`src/hw/ufc_defines.svh`:
```
`ifndef UFC_DEFINES_SVH
`define UFC_DEFINES_SVH

// register indices on the plain port
`define UFC_ADDR_CTRL1      3'h0
`define UFC_ADDR_CTRL2      3'h1
`define UFC_ADDR_STATUS     3'h2
`define UFC_ADDR_DATA       3'h3
`define UFC_ADDR_DIVISOR    3'h4
`define UFC_ADDR_IRQ_STAT   3'h5
`define UFC_ADDR_IRQ_CLR    3'h6
`define UFC_ADDR_IRQ_EN     3'h7

// frame control field positions
`define UFC_F_ENABLE        7
`define UFC_F_NINE          6
`define UFC_F_PAR_EN        5
`define UFC_F_PAR_ODD       4
`define UFC_F_STOP2         3
`define UFC_F_BREAK         2
`define UFC_F_RX9           1
`define UFC_F_TX9           0

// control two field positions
`define UFC_F_TX_EN         7
`define UFC_F_RX_EN         6

// reset values
`define UFC_RST_CTRL        8'h00
`define UFC_RST_DIV         8'h00

// timing
`define UFC_OVERSAMPLE      4'hf
`define UFC_BREAK_BITS      5'h0d

`endif

```
`src/hw/ufc_pkg.sv`:
```
package ufc_pkg;

    // register port request
    typedef struct packed {
        logic [2:0] addr;
        logic [7:0] wdata;
        logic       wr;
        logic       rd;
    } ufc_req_t;

    // status flags, in status register order
    typedef struct packed {
        logic par_err;
        logic noise;
        logic frm_err;
        logic overrun;
        logic rx_idle;
        logic rx_avail;
        logic tx_idle;
        logic tx_empty;
    } ufc_stat_t;

    typedef enum logic [2:0] {
        UFC_TX_IDLE,
        UFC_TX_START,
        UFC_TX_DATA,
        UFC_TX_STOP,
        UFC_TX_BREAK
    } ufc_tx_st_t;

    typedef enum logic [1:0] {
        UFC_RX_IDLE,
        UFC_RX_START,
        UFC_RX_DATA,
        UFC_RX_STOP
    } ufc_rx_st_t;

endpackage

```
`src/hw/ufc_uart.sv`:
```
// Contract
// With the enable bit at 0 the whole port is off and both pins float.
// With the enable bit at 1 the pins work per transmitter/receiver enable.
// Disabling empties the buffer, drops held characters, resets baud count.
// Disabling clears enables, break and error flags; sets the idle flags.
// Disabling keeps other control bits and the divisor unchanged.
// Disabling mid-transfer aborts all transfers at once, then resets.
// Length select picks 8-bit characters at 0 and 9-bit at 1.
// In 9-bit form the ninth bits come from and go to the control register.
// Parity enable replaces the top data bit with a parity bit.
// Parity type selects odd at 1 and even at 0.
// Stop select gives two stop bits at 1 and one at 0.
// Break holds the line low for at least 13 bit times until cleared.
// Receive ninth bit read-only, transmit ninth bit write-only, rest 0.
// The transmit pin is driven only when both enables are 1.
// Parity makes the count of ones even or odd as selected.
// Each character has one low start bit and goes LSB first.
`timescale 1ns/100ps
`include "ufc_defines.svh"

module ufc_uart (
    // clock and reset
    input  wire logic            ref_clk_in,
    input  wire logic            sys_rst_in,
    // register port
    input  wire ufc_pkg::ufc_req_t req_in,
    output logic [7:0]           rdata_out,
    // serial pins
    output logic                 tx_o_out,
    output logic                 tx_oe_out,
    input  wire logic            rx_i_in,
    output logic                 rx_ie_out,
    // interrupt
    output logic                 irq_out
);

    // control state
    logic [7:0] ctrl1_ff;
    logic [7:0] ctrl2_ff;
    logic [7:0] div_ff;
    logic [7:0] rdata_ff;
    logic [7:0] irq_st_ff;
    logic [7:0] irq_en_ff;
    ufc_pkg::ufc_stat_t stat_ff;
    logic [7:0] rx_data_ff;
    logic [7:0] tx_hold_ff;
    logic       tx_hold9_ff;

    // baud tick and decode
    logic [7:0] baud_cnt_ff;
    logic [3:0] ovs_tx_ff;
    logic [3:0] ovs_rx_ff;
    wire en       = ctrl1_ff[`UFC_F_ENABLE];
    wire tx_en    = en & ctrl2_ff[`UFC_F_TX_EN];
    wire rx_en    = en & ctrl2_ff[`UFC_F_RX_EN];
    wire nine     = ctrl1_ff[`UFC_F_NINE];
    wire par_en   = ctrl1_ff[`UFC_F_PAR_EN];
    wire par_odd  = ctrl1_ff[`UFC_F_PAR_ODD];
    wire brk      = ctrl1_ff[`UFC_F_BREAK];
    wire tick     = en & (baud_cnt_ff == div_ff);
    wire tx_bit   = tick & (ovs_tx_ff == `UFC_OVERSAMPLE);
    wire wr_c1    = req_in.wr & (req_in.addr == `UFC_ADDR_CTRL1);
    wire wr_c2    = req_in.wr & (req_in.addr == `UFC_ADDR_CTRL2);
    wire wr_data  = req_in.wr & (req_in.addr == `UFC_ADDR_DATA);
    wire rd_data  = req_in.rd & (req_in.addr == `UFC_ADDR_DATA);
    wire disable_now = wr_c1 & en & ~req_in.wdata[`UFC_F_ENABLE];
    // data bits per character: 8 or 9
    wire [3:0] nbits = nine ? 4'h9 : 4'h8;

    // baud counter is cleared while disabled
    always_ff @(posedge ref_clk_in) begin
        if (sys_rst_in || !en || tick) begin
            baud_cnt_ff <= 8'h00;
        end else begin
            baud_cnt_ff <= baud_cnt_ff + 8'h01;
        end
    end

    // ---- transmitter ----
    ufc_pkg::ufc_tx_st_t tx_st_ff;
    logic [8:0] tx_sh_ff;
    logic [3:0] tx_idx_ff;
    logic [4:0] tx_brk_ff;
    logic       tx_stop_ff;
    logic       tx_line_ff;
    // parity over the data bits below the top position
    wire [8:0] tx_word  = {tx_hold9_ff, tx_hold_ff};
    wire [8:0] tx_lowm  = nine ? 9'h0ff : 9'h07f;
    wire       tx_par   = ^(tx_word & tx_lowm) ^ par_odd;
    wire [8:0] tx_frame = !par_en ? tx_word :
                          nine ? {tx_par, tx_word[7:0]} :
                                 {1'b0, tx_par, tx_word[6:0]};

    always_ff @(posedge ref_clk_in) begin
        if (sys_rst_in || !tx_en) begin
            // abort the frame at once and float the pin
            tx_st_ff   <= ufc_pkg::UFC_TX_IDLE;
            tx_line_ff <= 1'b1;
            ovs_tx_ff  <= 4'h0;
            tx_idx_ff  <= 4'h0;
            tx_brk_ff  <= 5'h00;
            tx_stop_ff <= 1'b0;
            tx_sh_ff   <= 9'h000;
        end else begin
            if (tick) begin
                ovs_tx_ff <= ovs_tx_ff + 4'h1;
            end
            if (tx_bit) begin
                case (tx_st_ff)
                    // after the last stop bit the next start follows at
                    // once, so one stop bit really is one bit time
                    ufc_pkg::UFC_TX_IDLE, ufc_pkg::UFC_TX_START: begin
                        if (!stat_ff.tx_empty) begin
                            tx_sh_ff   <= tx_frame;
                            tx_line_ff <= 1'b0; // start bit
                            tx_st_ff   <= ufc_pkg::UFC_TX_DATA;
                            tx_idx_ff  <= 4'h0;
                        end else if (brk) begin
                            // break only after buffered data drained
                            tx_line_ff <= 1'b0;
                            tx_brk_ff  <= 5'h01;
                            tx_st_ff   <= ufc_pkg::UFC_TX_BREAK;
                        end else begin
                            tx_st_ff   <= ufc_pkg::UFC_TX_IDLE;
                        end
                    end
                    ufc_pkg::UFC_TX_DATA: begin
                        tx_line_ff <= tx_sh_ff[0]; // lsb first
                        tx_sh_ff   <= {1'b0, tx_sh_ff[8:1]};
                        tx_idx_ff  <= tx_idx_ff + 4'h1;
                        if (tx_idx_ff == nbits - 4'h1) begin
                            tx_st_ff   <= ufc_pkg::UFC_TX_STOP;
                            tx_stop_ff <= ctrl1_ff[`UFC_F_STOP2];
                        end
                    end
                    ufc_pkg::UFC_TX_STOP: begin
                        tx_line_ff <= 1'b1;
                        if (tx_stop_ff) begin
                            tx_stop_ff <= 1'b0;
                        end else begin
                            tx_st_ff <= ufc_pkg::UFC_TX_START;
                        end
                    end
                    ufc_pkg::UFC_TX_BREAK: begin
                        // hold low 13 bits minimum, then until cleared
                        if (tx_brk_ff != `UFC_BREAK_BITS) begin
                            tx_brk_ff <= tx_brk_ff + 5'h01;
                        end else if (!brk) begin
                            tx_line_ff <= 1'b1;
                            tx_st_ff   <= ufc_pkg::UFC_TX_IDLE;
                        end
                    end
                    default: tx_st_ff <= ufc_pkg::UFC_TX_IDLE;
                endcase
            end
        end
    end
    wire tx_load = tx_bit & !stat_ff.tx_empty
                   & ((tx_st_ff == ufc_pkg::UFC_TX_IDLE)
                      | (tx_st_ff == ufc_pkg::UFC_TX_START));
    wire tx_busy = (tx_st_ff != ufc_pkg::UFC_TX_IDLE) | !stat_ff.tx_empty;

    // ---- receiver ----
    ufc_pkg::ufc_rx_st_t rx_st_ff;
    logic [8:0] rx_sh_ff;
    logic [3:0] rx_idx_ff;
    logic [2:0] rx_smp_ff;
    wire rx_mid  = tick & (ovs_rx_ff == 4'h7);
    wire rx_vote = (rx_smp_ff[0] & rx_smp_ff[1]) | (rx_smp_ff[0] & rx_i_in)
                 | (rx_smp_ff[1] & rx_i_in);
    wire rx_nz   = (rx_smp_ff[1:0] != {rx_i_in, rx_i_in});
    // received word check
    wire [8:0] rx_lowm = nine ? 9'h0ff : 9'h07f;
    wire [8:0] rx_ptop = nine ? 9'h100 : 9'h080;
    wire rx_done = rx_mid & (rx_st_ff == ufc_pkg::UFC_RX_STOP);
    // 8-bit frames arrive shifted one place: realign before storing
    wire [8:0] rx_word = nine ? rx_sh_ff : {1'b0, rx_sh_ff[8:1]};
    // check the realigned word, so parity sits at bit 7 or bit 8
    wire rx_parity_error_flag = par_en & (^(rx_word & (rx_lowm | rx_ptop)) != par_odd);
    logic rx_noise_ff;

    always_ff @(posedge ref_clk_in) begin
        if (sys_rst_in || !rx_en) begin
            // abort any reception in progress
            rx_st_ff    <= ufc_pkg::UFC_RX_IDLE;
            rx_sh_ff    <= 9'h000;
            rx_idx_ff   <= 4'h0;
            ovs_rx_ff   <= 4'h0;
            rx_smp_ff   <= 3'h7;
            rx_noise_ff <= 1'b0;
        end else begin
            if (tick) begin
                rx_smp_ff <= {rx_smp_ff[1:0], rx_i_in};
                ovs_rx_ff <= ovs_rx_ff + 4'h1;
            end
            case (rx_st_ff)
                ufc_pkg::UFC_RX_IDLE: begin
                    if (tick && !rx_i_in) begin
                        rx_st_ff    <= ufc_pkg::UFC_RX_START;
                        ovs_rx_ff   <= 4'h0;
                        rx_noise_ff <= 1'b0;
                    end
                end
                ufc_pkg::UFC_RX_START: begin
                    if (rx_mid) begin
                        // false start returns to idle
                        rx_st_ff  <= rx_vote ? ufc_pkg::UFC_RX_IDLE
                                             : ufc_pkg::UFC_RX_DATA;
                        rx_idx_ff <= 4'h0;
                    end
                end
                ufc_pkg::UFC_RX_DATA: begin
                    if (rx_mid) begin
                        rx_sh_ff    <= {rx_vote, rx_sh_ff[8:1]};
                        rx_noise_ff <= rx_noise_ff | rx_nz;
                        rx_idx_ff   <= rx_idx_ff + 4'h1;
                        if (rx_idx_ff == nbits - 4'h1) begin
                            rx_st_ff <= ufc_pkg::UFC_RX_STOP;
                        end
                    end
                end
                ufc_pkg::UFC_RX_STOP: begin
                    if (rx_mid) begin
                        rx_st_ff <= ufc_pkg::UFC_RX_IDLE;
                    end
                end
                default: rx_st_ff <= ufc_pkg::UFC_RX_IDLE;
            endcase
        end
    end

    // ---- registers and flags ----
    // writes turning the enable bit from 1 to 0 clear break and both enables; divisor kept
    always_ff @(posedge ref_clk_in) begin
        if (sys_rst_in) begin
            ctrl1_ff <= `UFC_RST_CTRL;
            ctrl2_ff <= `UFC_RST_CTRL;
            div_ff   <= `UFC_RST_DIV;
        end else begin
            if (wr_c1) begin
                // ninth receive bit is never written by software
                ctrl1_ff <= {req_in.wdata[7:2], ctrl1_ff[`UFC_F_RX9],
                             req_in.wdata[0]};
            end else if (rx_done && nine) begin
                ctrl1_ff[`UFC_F_RX9] <= rx_sh_ff[8];
            end
            if (disable_now) begin
                ctrl1_ff[`UFC_F_BREAK] <= 1'b0;
                ctrl2_ff[`UFC_F_TX_EN] <= 1'b0;
                ctrl2_ff[`UFC_F_RX_EN] <= 1'b0;
            end else if (wr_c2) begin
                ctrl2_ff <= req_in.wdata;
            end
            if (req_in.wr && req_in.addr == `UFC_ADDR_DIVISOR) begin
                div_ff <= req_in.wdata;
            end
        end
    end

    // transmit holding buffer and receive data
    always_ff @(posedge ref_clk_in) begin
        if (sys_rst_in) begin
            tx_hold_ff  <= 8'h00;
            tx_hold9_ff <= 1'b0;
            rx_data_ff  <= 8'h00;
        end else begin
            if (wr_data && tx_en) begin
                tx_hold_ff  <= req_in.wdata;
                tx_hold9_ff <= ctrl1_ff[`UFC_F_TX9];
            end
            if (rx_done && !stat_ff.rx_avail) begin
                rx_data_ff <= rx_word[7:0];
            end
        end
    end

    // status: disable drains buffer and forces idle flags
    always_ff @(posedge ref_clk_in) begin
        if (sys_rst_in || !en || disable_now) begin
            stat_ff <= 8'h0b;
        end else begin
            stat_ff.tx_empty <= (stat_ff.tx_empty & !(wr_data & tx_en))
                                | tx_load | !tx_en;
            stat_ff.tx_idle  <= !tx_busy;
            stat_ff.rx_idle  <= (rx_st_ff == ufc_pkg::UFC_RX_IDLE);
            if (rx_done && !stat_ff.rx_avail) begin
                stat_ff.rx_avail <= 1'b1;
                stat_ff.frm_err  <= !rx_vote;
                stat_ff.par_err  <= rx_parity_error_flag;
                stat_ff.noise    <= rx_noise_ff;
            end else if (rd_data) begin
                stat_ff.rx_avail <= 1'b0;
                stat_ff.frm_err  <= 1'b0;
                stat_ff.par_err  <= 1'b0;
                stat_ff.noise    <= 1'b0;
            end
            if (rx_done && stat_ff.rx_avail) begin
                stat_ff.overrun <= 1'b1;
            end else if (rd_data) begin
                stat_ff.overrun <= 1'b0;
            end
        end
    end

    // sticky interrupt bits; a new event beats a same-cycle clear
    wire [7:0] irq_ev = {stat_ff.par_err, stat_ff.noise, stat_ff.frm_err,
                         stat_ff.overrun, 2'b00, stat_ff.tx_idle,
                         stat_ff.tx_empty} & {8{en}};
    wire irq_clr = req_in.wr & (req_in.addr == `UFC_ADDR_IRQ_CLR);
    always_ff @(posedge ref_clk_in) begin
        if (sys_rst_in) begin
            irq_st_ff <= 8'h00;
            irq_en_ff <= 8'h00;
        end else begin
            irq_st_ff <= (irq_st_ff & ~({8{irq_clr}} & req_in.wdata))
                         | irq_ev | {5'h00, rx_done, 2'b00};
            if (req_in.wr && req_in.addr == `UFC_ADDR_IRQ_EN) begin
                irq_en_ff <= req_in.wdata;
            end
        end
    end

    // read mux; transmit ninth bit reads as zero
    logic [7:0] rd_mux;
    always_comb begin
        case (req_in.addr)
            `UFC_ADDR_CTRL1:    rd_mux = {ctrl1_ff[7:1], 1'b0};
            `UFC_ADDR_CTRL2:    rd_mux = ctrl2_ff;
            `UFC_ADDR_STATUS:   rd_mux = stat_ff;
            `UFC_ADDR_DATA:     rd_mux = rx_data_ff;
            `UFC_ADDR_DIVISOR:  rd_mux = div_ff;
            `UFC_ADDR_IRQ_STAT: rd_mux = irq_st_ff;
            `UFC_ADDR_IRQ_EN:   rd_mux = irq_en_ff;
            default:            rd_mux = 8'h00;
        endcase
    end
    always_ff @(posedge ref_clk_in) begin
        if (sys_rst_in) begin
            rdata_ff <= 8'h00;
        end else begin
            rdata_ff <= req_in.rd ? rd_mux : 8'h00;
        end
    end

    // pins float unless the port and the direction are both on
    assign tx_o_out  = tx_line_ff;
    assign tx_oe_out = tx_en;
    assign rx_ie_out = rx_en;
    assign rdata_out = rdata_ff;
    assign irq_out   = |(irq_st_ff & irq_en_ff);

endmodule // ufc_uart

```
`config.mk`:
```
export PLATFORM = sky130hd
export DESIGN_NAME = ufc_uart
export DESIGN_NICKNAME = d
export VERILOG_FILES = /design/src/hw/ufc_pkg.sv /design/src/hw/ufc_uart.sv
export VERILOG_INCLUDE_DIRS = /design/src /design/src/hw
export SDC_FILE = /design/constraint.sdc
export NUM_CORES = 1
export LEC_CHECK = 0
export ABC_AREA = 1
export BUFFER_PORTS_ARGS = -buffer_cell sky130_fd_sc_hd__buf_2
export CORE_AREA = 5 5 124 126
export CTS_CLUSTER_DIAMETER = 40
export DETAILED_ROUTE_END_ITERATION = 10
export DIE_AREA = 0 0 129 131
export GPL_ROUTABILITY_DRIVEN = 0
export SYNTH_ARGS = -nofsm -noshare
export SYNTH_HDL_FRONTEND = slang
export SYNTH_SLANG_ARGS = --single-unit
```
`constraint.sdc`:
```
create_clock -name ref_clk_in -period 1.8 [get_ports ref_clk_in]
set_input_delay 0.18 -clock ref_clk_in [delete_from_list [all_inputs] [get_ports ref_clk_in]]
set_output_delay 0.18 -clock ref_clk_in [all_outputs]
set_load 0.01 [all_outputs]
```
* After elaboration in Yosys (flattened, before gate mapping)
Cells that the tools add are included. Widths: inputs -> output; s select.
Cells by class: add/sub/neg operators 7, multiplexer cells 50, equality and inequality tests 36, reductions and logical operators 50, bitwise logic cells 43
Operators with widths (number):
- $pmux 8 s7 | 1
- $mux 9 | 5
- $and 8x8->8 | 4
- $ne 2x2->1 const B | 13
- $mux 3 | 8
- $mux 4 | 6
- $and 1x1->1 | 21
- $reduce_and 5->1 | 4
- $and 9x9->9 | 2
- $pmux 9 s2 | 1
- $reduce_xor 9->1 | 2
- $add 4x1->4 const B | 4
- $pmux 4 s2 | 2
- $eq 3x3->1 const B | 5
- $mux 5 | 3
- $reduce_bool 2->1 | 7
- $eq 3x2->1 const B | 4
- $mux 2 | 6
- $pmux 3 s4 | 1
- $reduce_and 3->1 | 4
- $mux 1 | 11
- $pmux 5 s2 | 1
- $logic_not 1->1 | 9
- $or 8x9->9 | 1
- other kinds (33) | 61
Word-level totals: output and inout port bits 12, input port bits 16, word-level logic and storage cells 220, register bits after elaboration 130

* Logic depth before layout (Yosys ltp)
Gate-level depths: netlist of the first run.
word-level depth 8, mapped depth 14, mapped depth without buffers 13

* Least setup slack after synthesis of the first run
No wires, ideal clock.
path kind register -> register, from register baud_cnt_ff[0], to register tx_sh_ff[0], setup time 0.139 ns, period minus slack after synthesis 1.627 ns, arrival 1.488 ns, required time 1.661 ns, stages on the path, launching flop included 15, setup slack 0.173 ns, buffers on the path 1, cell sequence dfxtp_1 inv_2 nand2_1 nand2_1 nor2_1 nand2_1 nor2_4 nand2_2 clkinv_2 nand4_4 nor2_4 inv_2 buf_6 nand2_1 a21oi_2
On the way: word-level cells in the longest chain between the ends 4
RTL lines:
- start, declared | line ufc_uart.sv:50 | logic [7:0] baud_cnt_ff;
- start signal, assigned | line ufc_uart.sv:75 | baud_cnt_ff <= baud_cnt_ff + 8'h01;
- $eq 8x8->1 | line ufc_uart.sv:60 | wire tick = en & (baud_cnt_ff == div_ff);
- $and 1x1->1 | line ufc_uart.sv:60
- $and 1x1->1 | line ufc_uart.sv:61 | wire tx_bit = tick & (ovs_tx_ff == `UFC_OVERSAMPLE);
- $reduce_and 3->1 (no line)
- end signal, assigned | line ufc_uart.sv:114 | tx_sh_ff <= tx_frame;
- end signal, assigned | line ufc_uart.sv:129 | tx_sh_ff <= {1'b0, tx_sh_ff[8:1]};
- end, declared | line ufc_uart.sv:81 | logic [8:0] tx_sh_ff;
No other way between the ends. A chain may end at the register's enable or synchronous reset.

* Final worst setup path of the first run
from register baud_cnt_ff[5], to register tx_sh_ff[4]
The elaborated chain is that of the path after synthesis.

==> results.txt, run 1 <==
The share of synthesized area occupied by flip-flops and latches was 41.9%; the initial core utilization was 43.7%. The core region area came out at 0.0142 mm^2. Measured on the finished design, the core utilization comes to 53.2%. The logs give 2 for the buffer depth of the longest clock path and 0 for the number of warnings printed during yosys synthesis.

For this design the top-level I/O count stands at 28. The die covers 0.0169 mm^2. The count of buffering cells on the critical path with inverters included is 4. The endpoint identified for the worst register-to-register timing path is tx_sh_ff[4]$_SDFFE_PP0P_. For this block, the routed nets add up to 16.6 mm of wire. The area growth from synthesis to layout is 21.7%, and the via density per instance is 5.16. The internal portion of the total power is 5.08 mW. The share of total power dissipated in combinational logic is 4.0%.

The met2 wire length came out at 7.55 mm. In this run the critical register-to-register path is launched from baud_cnt_ff[5]$_SDFF_PP0_. The distinct cell type count after synthesis was 44; the number of CTS-inserted buffers was 17.

The commonest cells after synthesis are 199 x sky130_fd_sc_hd__nand2_1, 130 x sky130_fd_sc_hd__dfxtp_1, 103 x sky130_fd_sc_hd__inv_1. The number of enable flip-flop cells after synthesis is 0. The class of the tightest hold or removal check was in -> reg. Clock tree synthesis found a total of 130 sinks. For the number of instances in the synthesized netlist, the log shows 865. In this design, the largest share of critical-path delay is due to simple AND/OR/NAND/NOR gates. The tools report the total power as 6.64 mW. For the final instance area, the log shows 0.00756 mm^2. For this block, wires on met1 add up to 7.66 mm.

The final hold violation count is 0. The number of cells on the worst reg-to-reg path is 14. The largest single stage delay on the critical path is 0.35 ns. Average routed wire per standard cell: 14.6 um.

The clock network accounts for 51.9% of the total power. The clock period minus worst slack is 1.74 ns. The flow ran to the end, and the final reports show no timing, DRC or antenna violations. The count of input and output buffers came out at 27.

The tools report the critical path startpoint category as a flop. The half-perimeter wire length after placement is 12.1 mm. The critical path starts at baud_cnt_ff[5]$_SDFF_PP0_.

The number of antenna diodes in the final layout is 0. In this run the number of H-tree levels came out at 4. The most prevalent standard cell on the critical path is sky130_fd_sc_hd__nand2_1.

For this design the total switching power over the nets is 1.55 mW. CTS root buffer: sky130_fd_sc_hd__clkbuf_16. Yosys attributes the largest share of cell area to sky130_fd_sc_hd__dfxtp_1 42%, sky130_fd_sc_hd__nand2_1 12%, sky130_fd_sc_hd__a21oi_1 7.5%. The post-route netlist has 19.1% of its cells at a drive strength greater than 1. The relative slew slack was 62.3%; the total negative slack was 0 ns. The power density over the cells works out to 878 mW/mm^2. The logs give 0 for the final count of pins violating max slew and 0 for the number of antenna violations at the first check in global routing. Across all layers, the routed design uses 5,852 vias. A synthesized cell averages 7.18 um^2. Setup repair after global routing could not meet its margin everywhere.

The leakage power total came out at 3.03 nW. The library cell with the highest instance count after synthesis was sky130_fd_sc_hd__nand2_1. The number of gates on the worst path with buffers counted works out to 14. VDD sags by at most 636 uV.

At the pin with the least slew margin, the transition time is 0.564 ns. The largest area contributor in the synthesized netlist was sky130_fd_sc_hd__dfxtp_1. The first-pass detailed-route iteration total is 5, and the max-capacitance violation count is 0. TritonCTS built the clock tree. In this run switching power makes up 23.4% of total power. Classification of the worst setup path: reg -> reg. The height of the chip was 131 um; the cell count of the worst hold path was 3. The placed cell area is 0.00683 mm^2, and the number of nets in the finished design is 963. The hold buffer count at cts is 0, and the worst hold slack across all endpoints is 0.0626 ns.

STA classifies the critical path endpoint as a flop. Dividing the final minimum period by the clock period gives 96.7%. For the worst setup path, the data arrival time is 2.06 ns.

Summed over its instances, the top area cell type makes up 41.9% of the synthesized netlist area. Wire segments on met3 add up to 872 um in the final route. Registers are responsible for 44.1% of the overall power. The total of flip-flops plus latches after synthesis works out to 130. The run gives 44 as the count of standard-cell rows. The run gives 575 MHz as the maximum frequency from static timing analysis. The slowest stage of the critical path is the sky130_fd_sc_hd__dfxtp_2 cell. The overall fraction of global-route tracks in use was 19.9%; the DRC violation count after routing was 0.

The highest metal layer carrying signal wires in the routed design is met4. Setup violations remaining at the end of the flow were counted as 0. The most used flip-flop cell after synthesis is sky130_fd_sc_hd__dfxtp_1. Synthesis produced a netlist with a net count of 890.

The clock arrives with 0.00797 ns of skew. The clock reaches the later pin of the worst-skew pair after 0.43 ns. Entering global routing, the biggest net connects 29 pins.

The tools report the number of global-route vias before repair as 5,219. The logs give 0.00621 mm^2 for the area of the mapped netlist and 1,385 for the fill cell instance count of the final layout. The top fanout value on the critical path is 12, and the share of synthesized registers carrying an async set or reset is 0%. The signal on the critical path passes through inv_2, nand2_2, nand2_1, nor2_1, nand2_1, nor2_4, nand2_4, inv_4, nand4_4, nor2_4, buf_4, inv_4, nand2_1, a21oi_2. The setup check on the worst reg-to-reg path leaves a slack of 0.06 ns. The die outline width was 129 um; the remaining antenna violation count after routing was 0. For the worst setup path, the data required time is 2.11 ns.

The first global-routing pass estimated 26.4 mm of wire. Clock-pin slew was measured on the worst setup and hold paths at 0.06 ns. The total congestion overflow after global routing came out at 0.

The critical path ends at tx_sh_ff[4]$_SDFFE_PP0P_. After the first detailed-routing iteration, the DRC count stood at 459.
## per-layer routing
metal  up-vias  track usage [%]
met1      2667             26.4
met5         -                0
met2       143             31.0
met3        32             4.35
li1       3010                -
met4         0             9.51
## state kept, by name (all words and copies together) (netlist names), 2 cells and up, named ones only
| name | count |
|---|---|
| div_ff | 8 |
| tx_st_ff | 3 |
| ovs_tx_ff | 4 |
| baud_cnt_ff | 8 |
| rx_smp_ff | 2 |
| ctrl1_ff | 8 |
| tx_idx_ff | 4 |
| rx_data_ff | 8 |
| irq_st_ff | 8 |
| tx_hold_ff | 8 |
| rx_sh_ff | 9 |
| stat_ff | 8 |
| rx_idx_ff | 4 |
| tx_sh_ff | 9 |
| ctrl2_ff | 8 |
| irq_en_ff | 8 |
| tx_brk_ff | 5 |
| ovs_rx_ff | 4 |
| rdata_out | 8 |
## tightest hold or removal path, delay by kind of cell
| family | cells | cell delay (ns) |
|---|---|---|
| AOI/OAI and AO/OA | 2 | 0.18 |
| buffers and inverters | 1 | 0.09 |
## layout make-up
type | instances | area [um^2] | area share, %
Sequential cell | 130 | 2610 | 34.5
Multi-Input combinational cell | 598 | 3130 | 41.3
Clock inverter | 14 | 154 | 2.04
Clock buffer | 18 | 439 | 5.81
Tap cell | 184 | 230 | 3.05
Timing Repair Buffer | 79 | 571 | 7.55
Inverter | 112 | 430 | 5.69
## power by group through the flow
stage,sequential (mW),combinational [mW],clock [mW]
after floorplan,2.98,0.148,0
after global placement,2.99,0.257,0
after detailed placement,2.99,0.256,0
after CTS,2.92,0.258,3.48
after global routing,2.93,0.296,3.61
final,2.93,0.267,3.44
## worst min path at each step
stage / startpoint / end
2_1_floorplan: req_in[8] / ctrl1_ff[6]$_SDFFE_PP0N_
3_3_place_gp: ctrl1_ff[0]$_SDFFE_PP0N_ / tx_hold9_ff$_SDFFE_PP0P_
3_5_place_dp: ctrl1_ff[0]$_SDFFE_PP0N_ / tx_hold9_ff$_SDFFE_PP0P_
4_1_cts: req_in[6] / div_ff[4]$_SDFFE_PP0P_
5_1_grt: req_in[8] / ctrl1_ff[6]$_SDFFE_PP0N_
6_report: req_in[6] / div_ff[4]$_SDFFE_PP0P_
## cells in the final DEF (no fill, tap or decap), drive strengths merged, types with 9 or more instances in the layout
cell type  Yosys  layout
nand2        209     209
dfxtp        130     130
inv          110     114
a21oi        105     105
o21ai         94      94
buf           10      79
nor2          64      64
nand3         36      36
clkbuf        15      18
xor2          13      13
nand4         13      13
a221oi         9       9
ha             9       9
nor3           9       9
## what timing repair did
item / in CTS / in global routing
buffers inserted: 0 / 6
setup endpoints to repair: 0 / 56
gates resized for setup: 0 / 44
## through the flow
step | setup slack, ns | instances
detailed placement | 0.0323 | 1097
global route | -0.110 | 1135
CTS | 0.0208 | 1129
floorplan | 0.173 | 865
finish | 0.0595 | 1135
global placement | 0.0334 | 1097
## cells by family (layout without fill, tap and decap cells)
family          after synthesis  in the layout  share of synthesized area [%]
buf+inv                     137            223                           8.86
compound gates              231            231                           20.7
fa+ha+maj                     9              9                           1.81
simple gates                341            341                           24.3
flops                       130            130                           41.9
xor+xnor                     17             17                           2.40
No activity file was read; power rests on OpenSTA's default activity.
==> inputs of run 2 (changes only) <==
==> constraint.sdc (replaced) <==
create_clock -name ref_clk_in -period 1.9 [get_ports ref_clk_in]
set_input_delay 0.19 -clock ref_clk_in [delete_from_list [all_inputs] [get_ports ref_clk_in]]
set_output_delay 0.19 -clock ref_clk_in [all_outputs]
set_load 0.01 [all_outputs]
==> results.txt, run 2 (same netlist as run 1, synthesis figures left out) <==
The flow ran to the end, and the final reports show no timing, DRC or antenna violations. The first-pass GRT wire length is 26.6 mm (+0.52%). The count of buffering cells on the critical path with inverters included works out to 3 (-1). The number of antenna diodes was 0 (unchanged); the count of input and output buffers was 27 (unchanged).

The power density over the cells is 845 mW/mm^2 (-3.7%). The remaining antenna violation count after routing is 0 (unchanged). The peak per-stage delay on the critical path works out to 0.34 ns (about the same).

The average routed wire per standard cell is 14.7 um (+0.94%). Clock period minus worst slack: 1.80 ns (+0.0622 ns). The share of power burned in combinational logic came out at 3.9% (about the same). STA classifies the critical path endpoint as a flop. The total instance count after detailed placement was 1,081 (-1.5%); the final count of pins violating max slew was 0 (unchanged). The max-capacitance violation count is 0 (unchanged), and the via density per instance is 5.14 (-0.24%).

The via count is 5,740 (-1.9%), and the number of gates on the worst path with buffers counted is 13 (-1). The run gives 0.0868 ns (+0.0242 ns) as the worst hold slack across all endpoints. Setup repair after global routing could not meet its margin everywhere. The count of endpoints failing setup in the final report was 0 (unchanged); the share of power burned in registers was 44.3% (+0.2 points). The slowest stage of the critical path is the sky130_fd_sc_hd__dfxtp_2 cell.

Core region area: 0.0142 mm^2 (unchanged). STA classifies the critical path startpoint as a flop. The cell count of the worst hold path is 3 (unchanged). The worst setup path is of the reg -> reg kind. The non-filler instance count after layout is 1,116 (-1.7%).

The logs give 130 (unchanged) for the clock sink count and 17 (unchanged) for the number of CTS-inserted buffers. The tools report the number of nets in the finished design as 944 (-2.0%). Height of the chip: 131 um (unchanged). The largest registers in the layout are rx_sh_ff: 9 flops, tx_sh_ff: 9 flops.

The maximum frequency from static timing analysis is 555 MHz (-3.4%). The top cell types in the final layout, fill and taps aside, are 196 x sky130_fd_sc_hd__nand2_1, 121 x sky130_fd_sc_hd__dfxtp_1, 98 x sky130_fd_sc_hd__inv_1, 93 x sky130_fd_sc_hd__a21oi_1, 89 x sky130_fd_sc_hd__o21ai_0. TritonCTS built the clock tree. The tools report the relative slew slack as 60.3% (-1.9 points). For the final worst setup slack, the log shows 0.0973 ns (+0.0378 ns). The tools report the final worst clock skew as 0.00893 ns (+0.000955 ns). The tools report the overall fraction of global-route tracks in use as 20.1% (+0.17 points). The count of standard-cell rows is 44 (unchanged). For the total wire length after detailed routing, the log shows 16.5 mm (-0.75%). For the leakage power total, the log shows 2.94 nW (-3.0%). The tools report the critical path required time as 2.20 ns (+0.09 ns). The internal power consumption was 4.83 mW (-5.0%); the maximum number of pins on one net before global-route repair was 25 (-14%). The number of global-route vias before repair came out at 5,240 (+0.40%). The logs give 0.00671 mm^2 (-1.8%) for the placed cell area and 0 (unchanged) for the DRC violation count after routing.

The CTS clock-pin slew for the worst setup and hold paths was 0.06 ns (about the same). The tools report the final instance area as 0.00740 mm^2 (-2.1%). For the maximum level of the CTS H-tree, the log shows 4 (unchanged). The depth of the worst register-to-register path came out at 13 (-1). Clock network latency to the later pin of the worst-skew pair: 0.41 ns (-0.02 ns).

The class of the tightest hold or removal check was in -> reg. The area of the die was 0.0169 mm^2 (unchanged); the die outline width was 129 um (unchanged). The tools report the CTS root buffer as sky130_fd_sc_hd__clkbuf_16. Switching part of the total: 22.8% (-0.61 points). The most numerous cell type found on the critical path is sky130_fd_sc_hd__nand2_1. The critical path arrival is 2.11 ns (+0.05 ns), and the final hold violation count is 0 (unchanged).

For the number of top-level pins, the log shows 28 (unchanged). The buffer depth of the longest clock path is 2 (unchanged). The run gives 0 (unchanged) as the total congestion overflow after global routing.

The slew at the pin with the worst max-slew slack is 0.593 ns (+0.0291 ns), and the share of final-layout standard cells stronger than drive strength 1 is 16.6% (-2.5 points). Initial core utilization: 43.7% (unchanged). The clock group share of total power was 51.8% (about the same). The logs give 12.1 mm (-0.29%) for the half-perimeter wire length after placement and 0.135 ns (+0.103 ns) for the worst setup timing slack at the placement stage. The run gives 0 (unchanged) as the number of antenna violations at the first check in global routing. For the worst vdd rail ir drop, the log shows 573 uV (-9.9%). The iteration-0 DRC count of the detailed router was 488 (+6.3%); the top fanout value on the critical path was 12 (unchanged). Broken down by cell family, the worst path's largest delay share belongs to simple AND/OR/NAND/NOR gates. The part of the cycle the worst path needs is 94.9% (-1.8 points), and the total negative slack is 0 ns (unchanged).

The area growth from synthesis to layout works out to 19.1%. Leaving out fill and tap cells, the most frequent cell in the layout is sky130_fd_sc_hd__nand2_1. The critical path goes through inv_2, nand2_1, nand2_1, nor2_1, nand2_1, nor2_4, nand2_4, inv_4, nand4_4, nor2_4, inv_2, nand2_1, a21oi_2. For the net switching power of the design, the log shows 1.43 mW (-8.2%). First-pass detailed-route iteration total: 5 (unchanged).
-- run 2: changes by cell type in the layout (fill, tap and decap cells not counted), sizes merged --
cell,change
buf,-20
inv,-2
clkbuf,+3
-- run 2: worst register-to-register path, delay by kind of cell (launching register included) --
family          cells  cell delay [ns]
flops               1             0.34
simple gates        9             1.00
buf+inv             3             0.28
compound gates      1             0.06
-- run 2: timing repair --
item | 4_1_cts | 5_1_grt
hold buffers | 0 | 0
gates resized for setup | 0 | 30
endpoints found under the setup margin | 0 | 23
setup buffers | 0 | 2
-- run 2: path summary, 6_finish.rpt --
kind	from	endpoint	slack [ns]
min reg2reg	ctrl1_ff[0]$_SDFFE_PP0N_	tx_hold9_ff$_SDFFE_PP0P_	0.45
max reg2reg	baud_cnt_ff[5]$_SDFF_PP0_	tx_sh_ff[4]$_SDFFE_PP0P_	0.1
min	req_in[6]	div_ff[4]$_SDFFE_PP0P_	0.09
max	baud_cnt_ff[5]$_SDFF_PP0_	tx_sh_ff[4]$_SDFFE_PP0P_	0.1
-- run 2: power groups by stage --
stage / combinational [mW] / clock [mW] / sequential [mW]
final: 0.242 / 3.24 / 2.77
after CTS: 0.236 / 3.28 / 2.77
after floorplan: 0.141 / 0 / 2.83
after global placement: 0.234 / 0 / 2.83
after global routing: 0.269 / 3.42 / 2.77
after detailed placement: 0.234 / 0 / 2.83
-- run 2: through the flow --
| stage | utilization, % | total power, mW |
|---|---|---|
| after floorplan | - | 2.97 |
| after global placement | 47.2 | 3.06 |
| after detailed placement | 47.2 | 3.06 |
| after CTS | 51.4 | 6.29 |
| after global routing | 52.1 | 6.46 |
| final | 52.1 | 6.25 |
-- run 2: layer usage --
| layer | wire (um) | GRT usage, % |
|---|---|---|
| met3 | 665 | 5.12 |
| met1 | 7870 | 25.9 |
| met2 | 7420 | 32.3 |
| met5 | 0 | 0 |
| met4 | 513 | 8.09 |
-- run 2: area by class of cell --
cell class | instances | area, um^2
clock buffer | 20 | 457
multi-input combinational | 598 | 3100
tap | 184 | 230
inverter | 112 | 425
clock inverter | 12 | 133
timing repair buffer | 60 | 442
fill | 1410 | 6810
sequential | 130 | 2620
==> inputs of run 3 (changes only) <==
--- a/config.mk
+++ b/config.mk
@@ -13,6 +13,7 @@
 export DETAILED_ROUTE_END_ITERATION = 10
 export DIE_AREA = 0 0 129 131
 export GPL_ROUTABILITY_DRIVEN = 0
+export RECOVER_POWER = 25
 export SYNTH_ARGS = -nofsm -noshare
 export SYNTH_HDL_FRONTEND = slang
 export SYNTH_SLANG_ARGS = --single-unit
==> results.txt, run 3 (same netlist as run 1, synthesis figures left out) <==
The library cells used most frequently in the layout, excluding fill and tap cells, are 196 x sky130_fd_sc_hd__nand2_1, 121 x sky130_fd_sc_hd__dfxtp_1, 98 x sky130_fd_sc_hd__inv_1, 93 x sky130_fd_sc_hd__a21oi_1, 89 x sky130_fd_sc_hd__o21ai_0. The tools report the final core area utilization as 51.9% (-0.20 points). The slew at the pin with the worst max-slew slack came out at 0.633 ns (+0.0398 ns). CTS root buffer: sky130_fd_sc_hd__clkbuf_16.

Worst hold slack across all endpoints: 0.0856 ns (-0.00114 ns). The final hold violation count is 0 (unchanged), and the relative slew slack is 57.6% (-2.7 points). Relative to the synthesized area, the layout overhead comes to 18.7%. The clock period minus worst slack was 1.80 ns (-0.00309 ns); the number of CTS-inserted buffers was 17 (unchanged). For the clock network latency to the later pin of the worst-skew pair, the log shows 0.41 ns (about the same). The count of input and output buffers is 27 (unchanged).

TritonCTS built the clock tree. The tools report the first-pass GRT wire length as 26.6 mm (unchanged). The power density over the cells is 848 mW/mm^2 (+0.30%). The logs give 0.00882 ns (-0.000106 ns) for the final worst clock skew and 0 (unchanged) for the remaining antenna violation count after routing. Worst setup slack for register-to-register paths: 0.10 ns (about the same).

The iteration-0 DRC count of the detailed router was 445 (-8.8%). The clock sink count was 130 (unchanged); the top fanout value on the critical path was 12 (unchanged). The critical path is of the reg -> reg type. The number of global-route vias before repair is 5,240 (unchanged), and the total instance count after detailed placement is 1,081 (unchanged). The clock group share of total power is 51.8% (about the same). The internal power consumption is 4.82 mW (about the same).

The maximum level of the CTS H-tree is 4 (unchanged), and the average routed wire per standard cell is 14.8 um (+0.17%). The run finished with clean final reports. The tools report the number of nets in the finished design as 944 (unchanged). The critical path required time came out at 2.20 ns (about the same). The path class of the tightest hold or removal check is in -> reg. The tools report the critical path arrival as 2.10 ns (about the same). The tools report the DRC violation count after routing as 0 (unchanged). The count of standard-cell rows is 44 (unchanged). Final count of pins violating max slew: 0 (unchanged). The total wire length after detailed routing was 16.5 mm (+0.17%); the net switching power of the design was 1.42 mW (-0.17%).

The logs give 0 (unchanged) for the number of antenna diodes and 587 uV (+2.5%) for the worst vdd rail ir drop. The die outline width is 129 um (unchanged). The switching part of the total was 22.8% (about the same); the total power was 6.25 mW (about the same). The number of top-level pins was 28 (unchanged). The run gives 12.1 mm (unchanged) as the half-perimeter wire length after placement. The total congestion overflow after global routing is 0 (unchanged), and the share of final-layout standard cells stronger than drive strength 1 is 14.9% (-1.7 points). The tools report the area of the die as 0.0169 mm^2 (unchanged). The via density per instance was 5.15 (about the same). The largest registers in the layout are rx_sh_ff: 9 flops, tx_sh_ff: 9 flops. The part of the cycle the worst path needs came out at 94.7% (-0.16 points).

For the overall fraction of global-route tracks in use, the log shows 20.1% (unchanged). The library cell used most frequently in the layout, excluding fill and tap cells, is sky130_fd_sc_hd__nand2_1. The buffer depth of the longest clock path was 2 (unchanged). The logs give 1,116 (unchanged) for the non-filler instance count after layout and 5,742 (+0.035%) for the via count. The maximum number of pins on one net before global-route repair came out at 25 (unchanged). The logs give 556 MHz (+0.17%) for the maximum frequency from static timing analysis and 0 (unchanged) for the number of antenna violations at the first check in global routing.

The first-pass detailed-route iteration total came out at 5 (unchanged). The worst setup path is launched from a flop. The logs give 0 (unchanged) for the max-capacitance violation count and 1,417 (+0.50%) for the fill cell instance count of the final layout. The initial core utilization is 43.7% (unchanged), and the CTS clock-pin slew for the worst setup and hold paths is 0.06 ns (about the same). Setup repair after global routing could not meet its margin everywhere. The leakage power total came out at 2.88 nW (-1.9%). The core region area came out at 0.0142 mm^2 (unchanged).

Sort of element at the end of the critical path: a flop. The share of power burned in combinational logic was 3.8% (about the same). The share of power burned in registers came out at 44.3% (about the same).

The count of endpoints failing setup in the final report is 0 (unchanged), and the height of the chip is 131 um (unchanged).
run 3: cell types whose count changed in the layout (fill, tap and decap cells not counted), sizes merged:
cell,previous run,this run
buf,59,44
clkbuf,21,36
run 3: what timing repair did:
action / CTS / global route
hold buffers: 0 / 0
hold endpoints to repair: 0 / 0
gates resized for setup: 0 / 30
setup endpoints to repair: 0 / 23
buffers inserted: 0 / 2
run 3: area by class of cell:
| type | count | area (um^2) | area share (%) |
|---|---|---|---|
| sequential | 130 | 2620 | 35.5 |
| timing repair buffer | 60 | 415 | 5.64 |
| clock inverter | 12 | 133 | 1.80 |
| inverter | 112 | 425 | 5.77 |
| multi-input combinational | 598 | 3090 | 42.0 |
| clock buffer | 20 | 457 | 6.20 |
| tap | 184 | 230 | 3.12 |
run 3: path summary, 6_finish.rpt:
check / end / start / cells after the start
setup reg to reg: tx_sh_ff[4]$_SDFFE_PP0P_ / baud_cnt_ff[5]$_SDFF_PP0_ / 13
hold reg to reg: tx_hold9_ff$_SDFFE_PP0P_ / ctrl1_ff[0]$_SDFFE_PP0N_ / 2
setup / recovery: tx_sh_ff[4]$_SDFFE_PP0P_ / baud_cnt_ff[5]$_SDFF_PP0_ / 13
hold / removal: div_ff[4]$_SDFFE_PP0P_ / req_in[6] / 3
run 3: worst max-delay path, cell delays in order, from the launching register on:
cell                      delay (ns)
sky130_fd_sc_hd__dfxtp_2        0.34
sky130_fd_sc_hd__inv_2          0.05
sky130_fd_sc_hd__nand2_1        0.05
sky130_fd_sc_hd__nand2_1        0.05
sky130_fd_sc_hd__nor2_1         0.09
sky130_fd_sc_hd__nand2_1        0.09
sky130_fd_sc_hd__nor2_4         0.16
sky130_fd_sc_hd__nand2_4        0.09
sky130_fd_sc_hd__inv_4          0.07
sky130_fd_sc_hd__nand4_4        0.12
sky130_fd_sc_hd__nor2_4         0.23
sky130_fd_sc_hd__inv_2          0.15
sky130_fd_sc_hd__nand2_1        0.12
sky130_fd_sc_hd__a21oi_2        0.06
run 3: power groups by stage:
| stage | logic, mW | registers [mW] | clock network (mW) |
|---|---|---|---|
| after global routing | 0.265 | 2.77 | 3.42 |
| final | 0.239 | 2.77 | 3.24 |
| after floorplan | 0.141 | 2.83 | 0 |
| after CTS | 0.236 | 2.77 | 3.28 |
| after global placement | 0.234 | 2.83 | 0 |
| after detailed placement | 0.234 | 2.83 | 0 |
run 3: metrics by stage:
step / worst slack [ns] / cell area (um^2) / TNS, ns
CTS: 0.120 / 7300 / 0
floorplan: 0.273 / 6210 / 0
global placement: 0.151 / 6710 / 0
global route: -0.0510 / 7370 / -0.180
finish: 0.100 / 7370 / 0
detailed placement: 0.135 / 6710 / 0
run 3: layer usage:
layer	track usage (%)	wire length, um	vias to the layer above	share of wire (%)
li1	-	-	2970	-
met1	25.9	7700	2609	47
met2	32.3	7480	138	45
met3	5.12	803	25	4.9
met4	8.09	499	0	3.0
met5	0	0	-	0
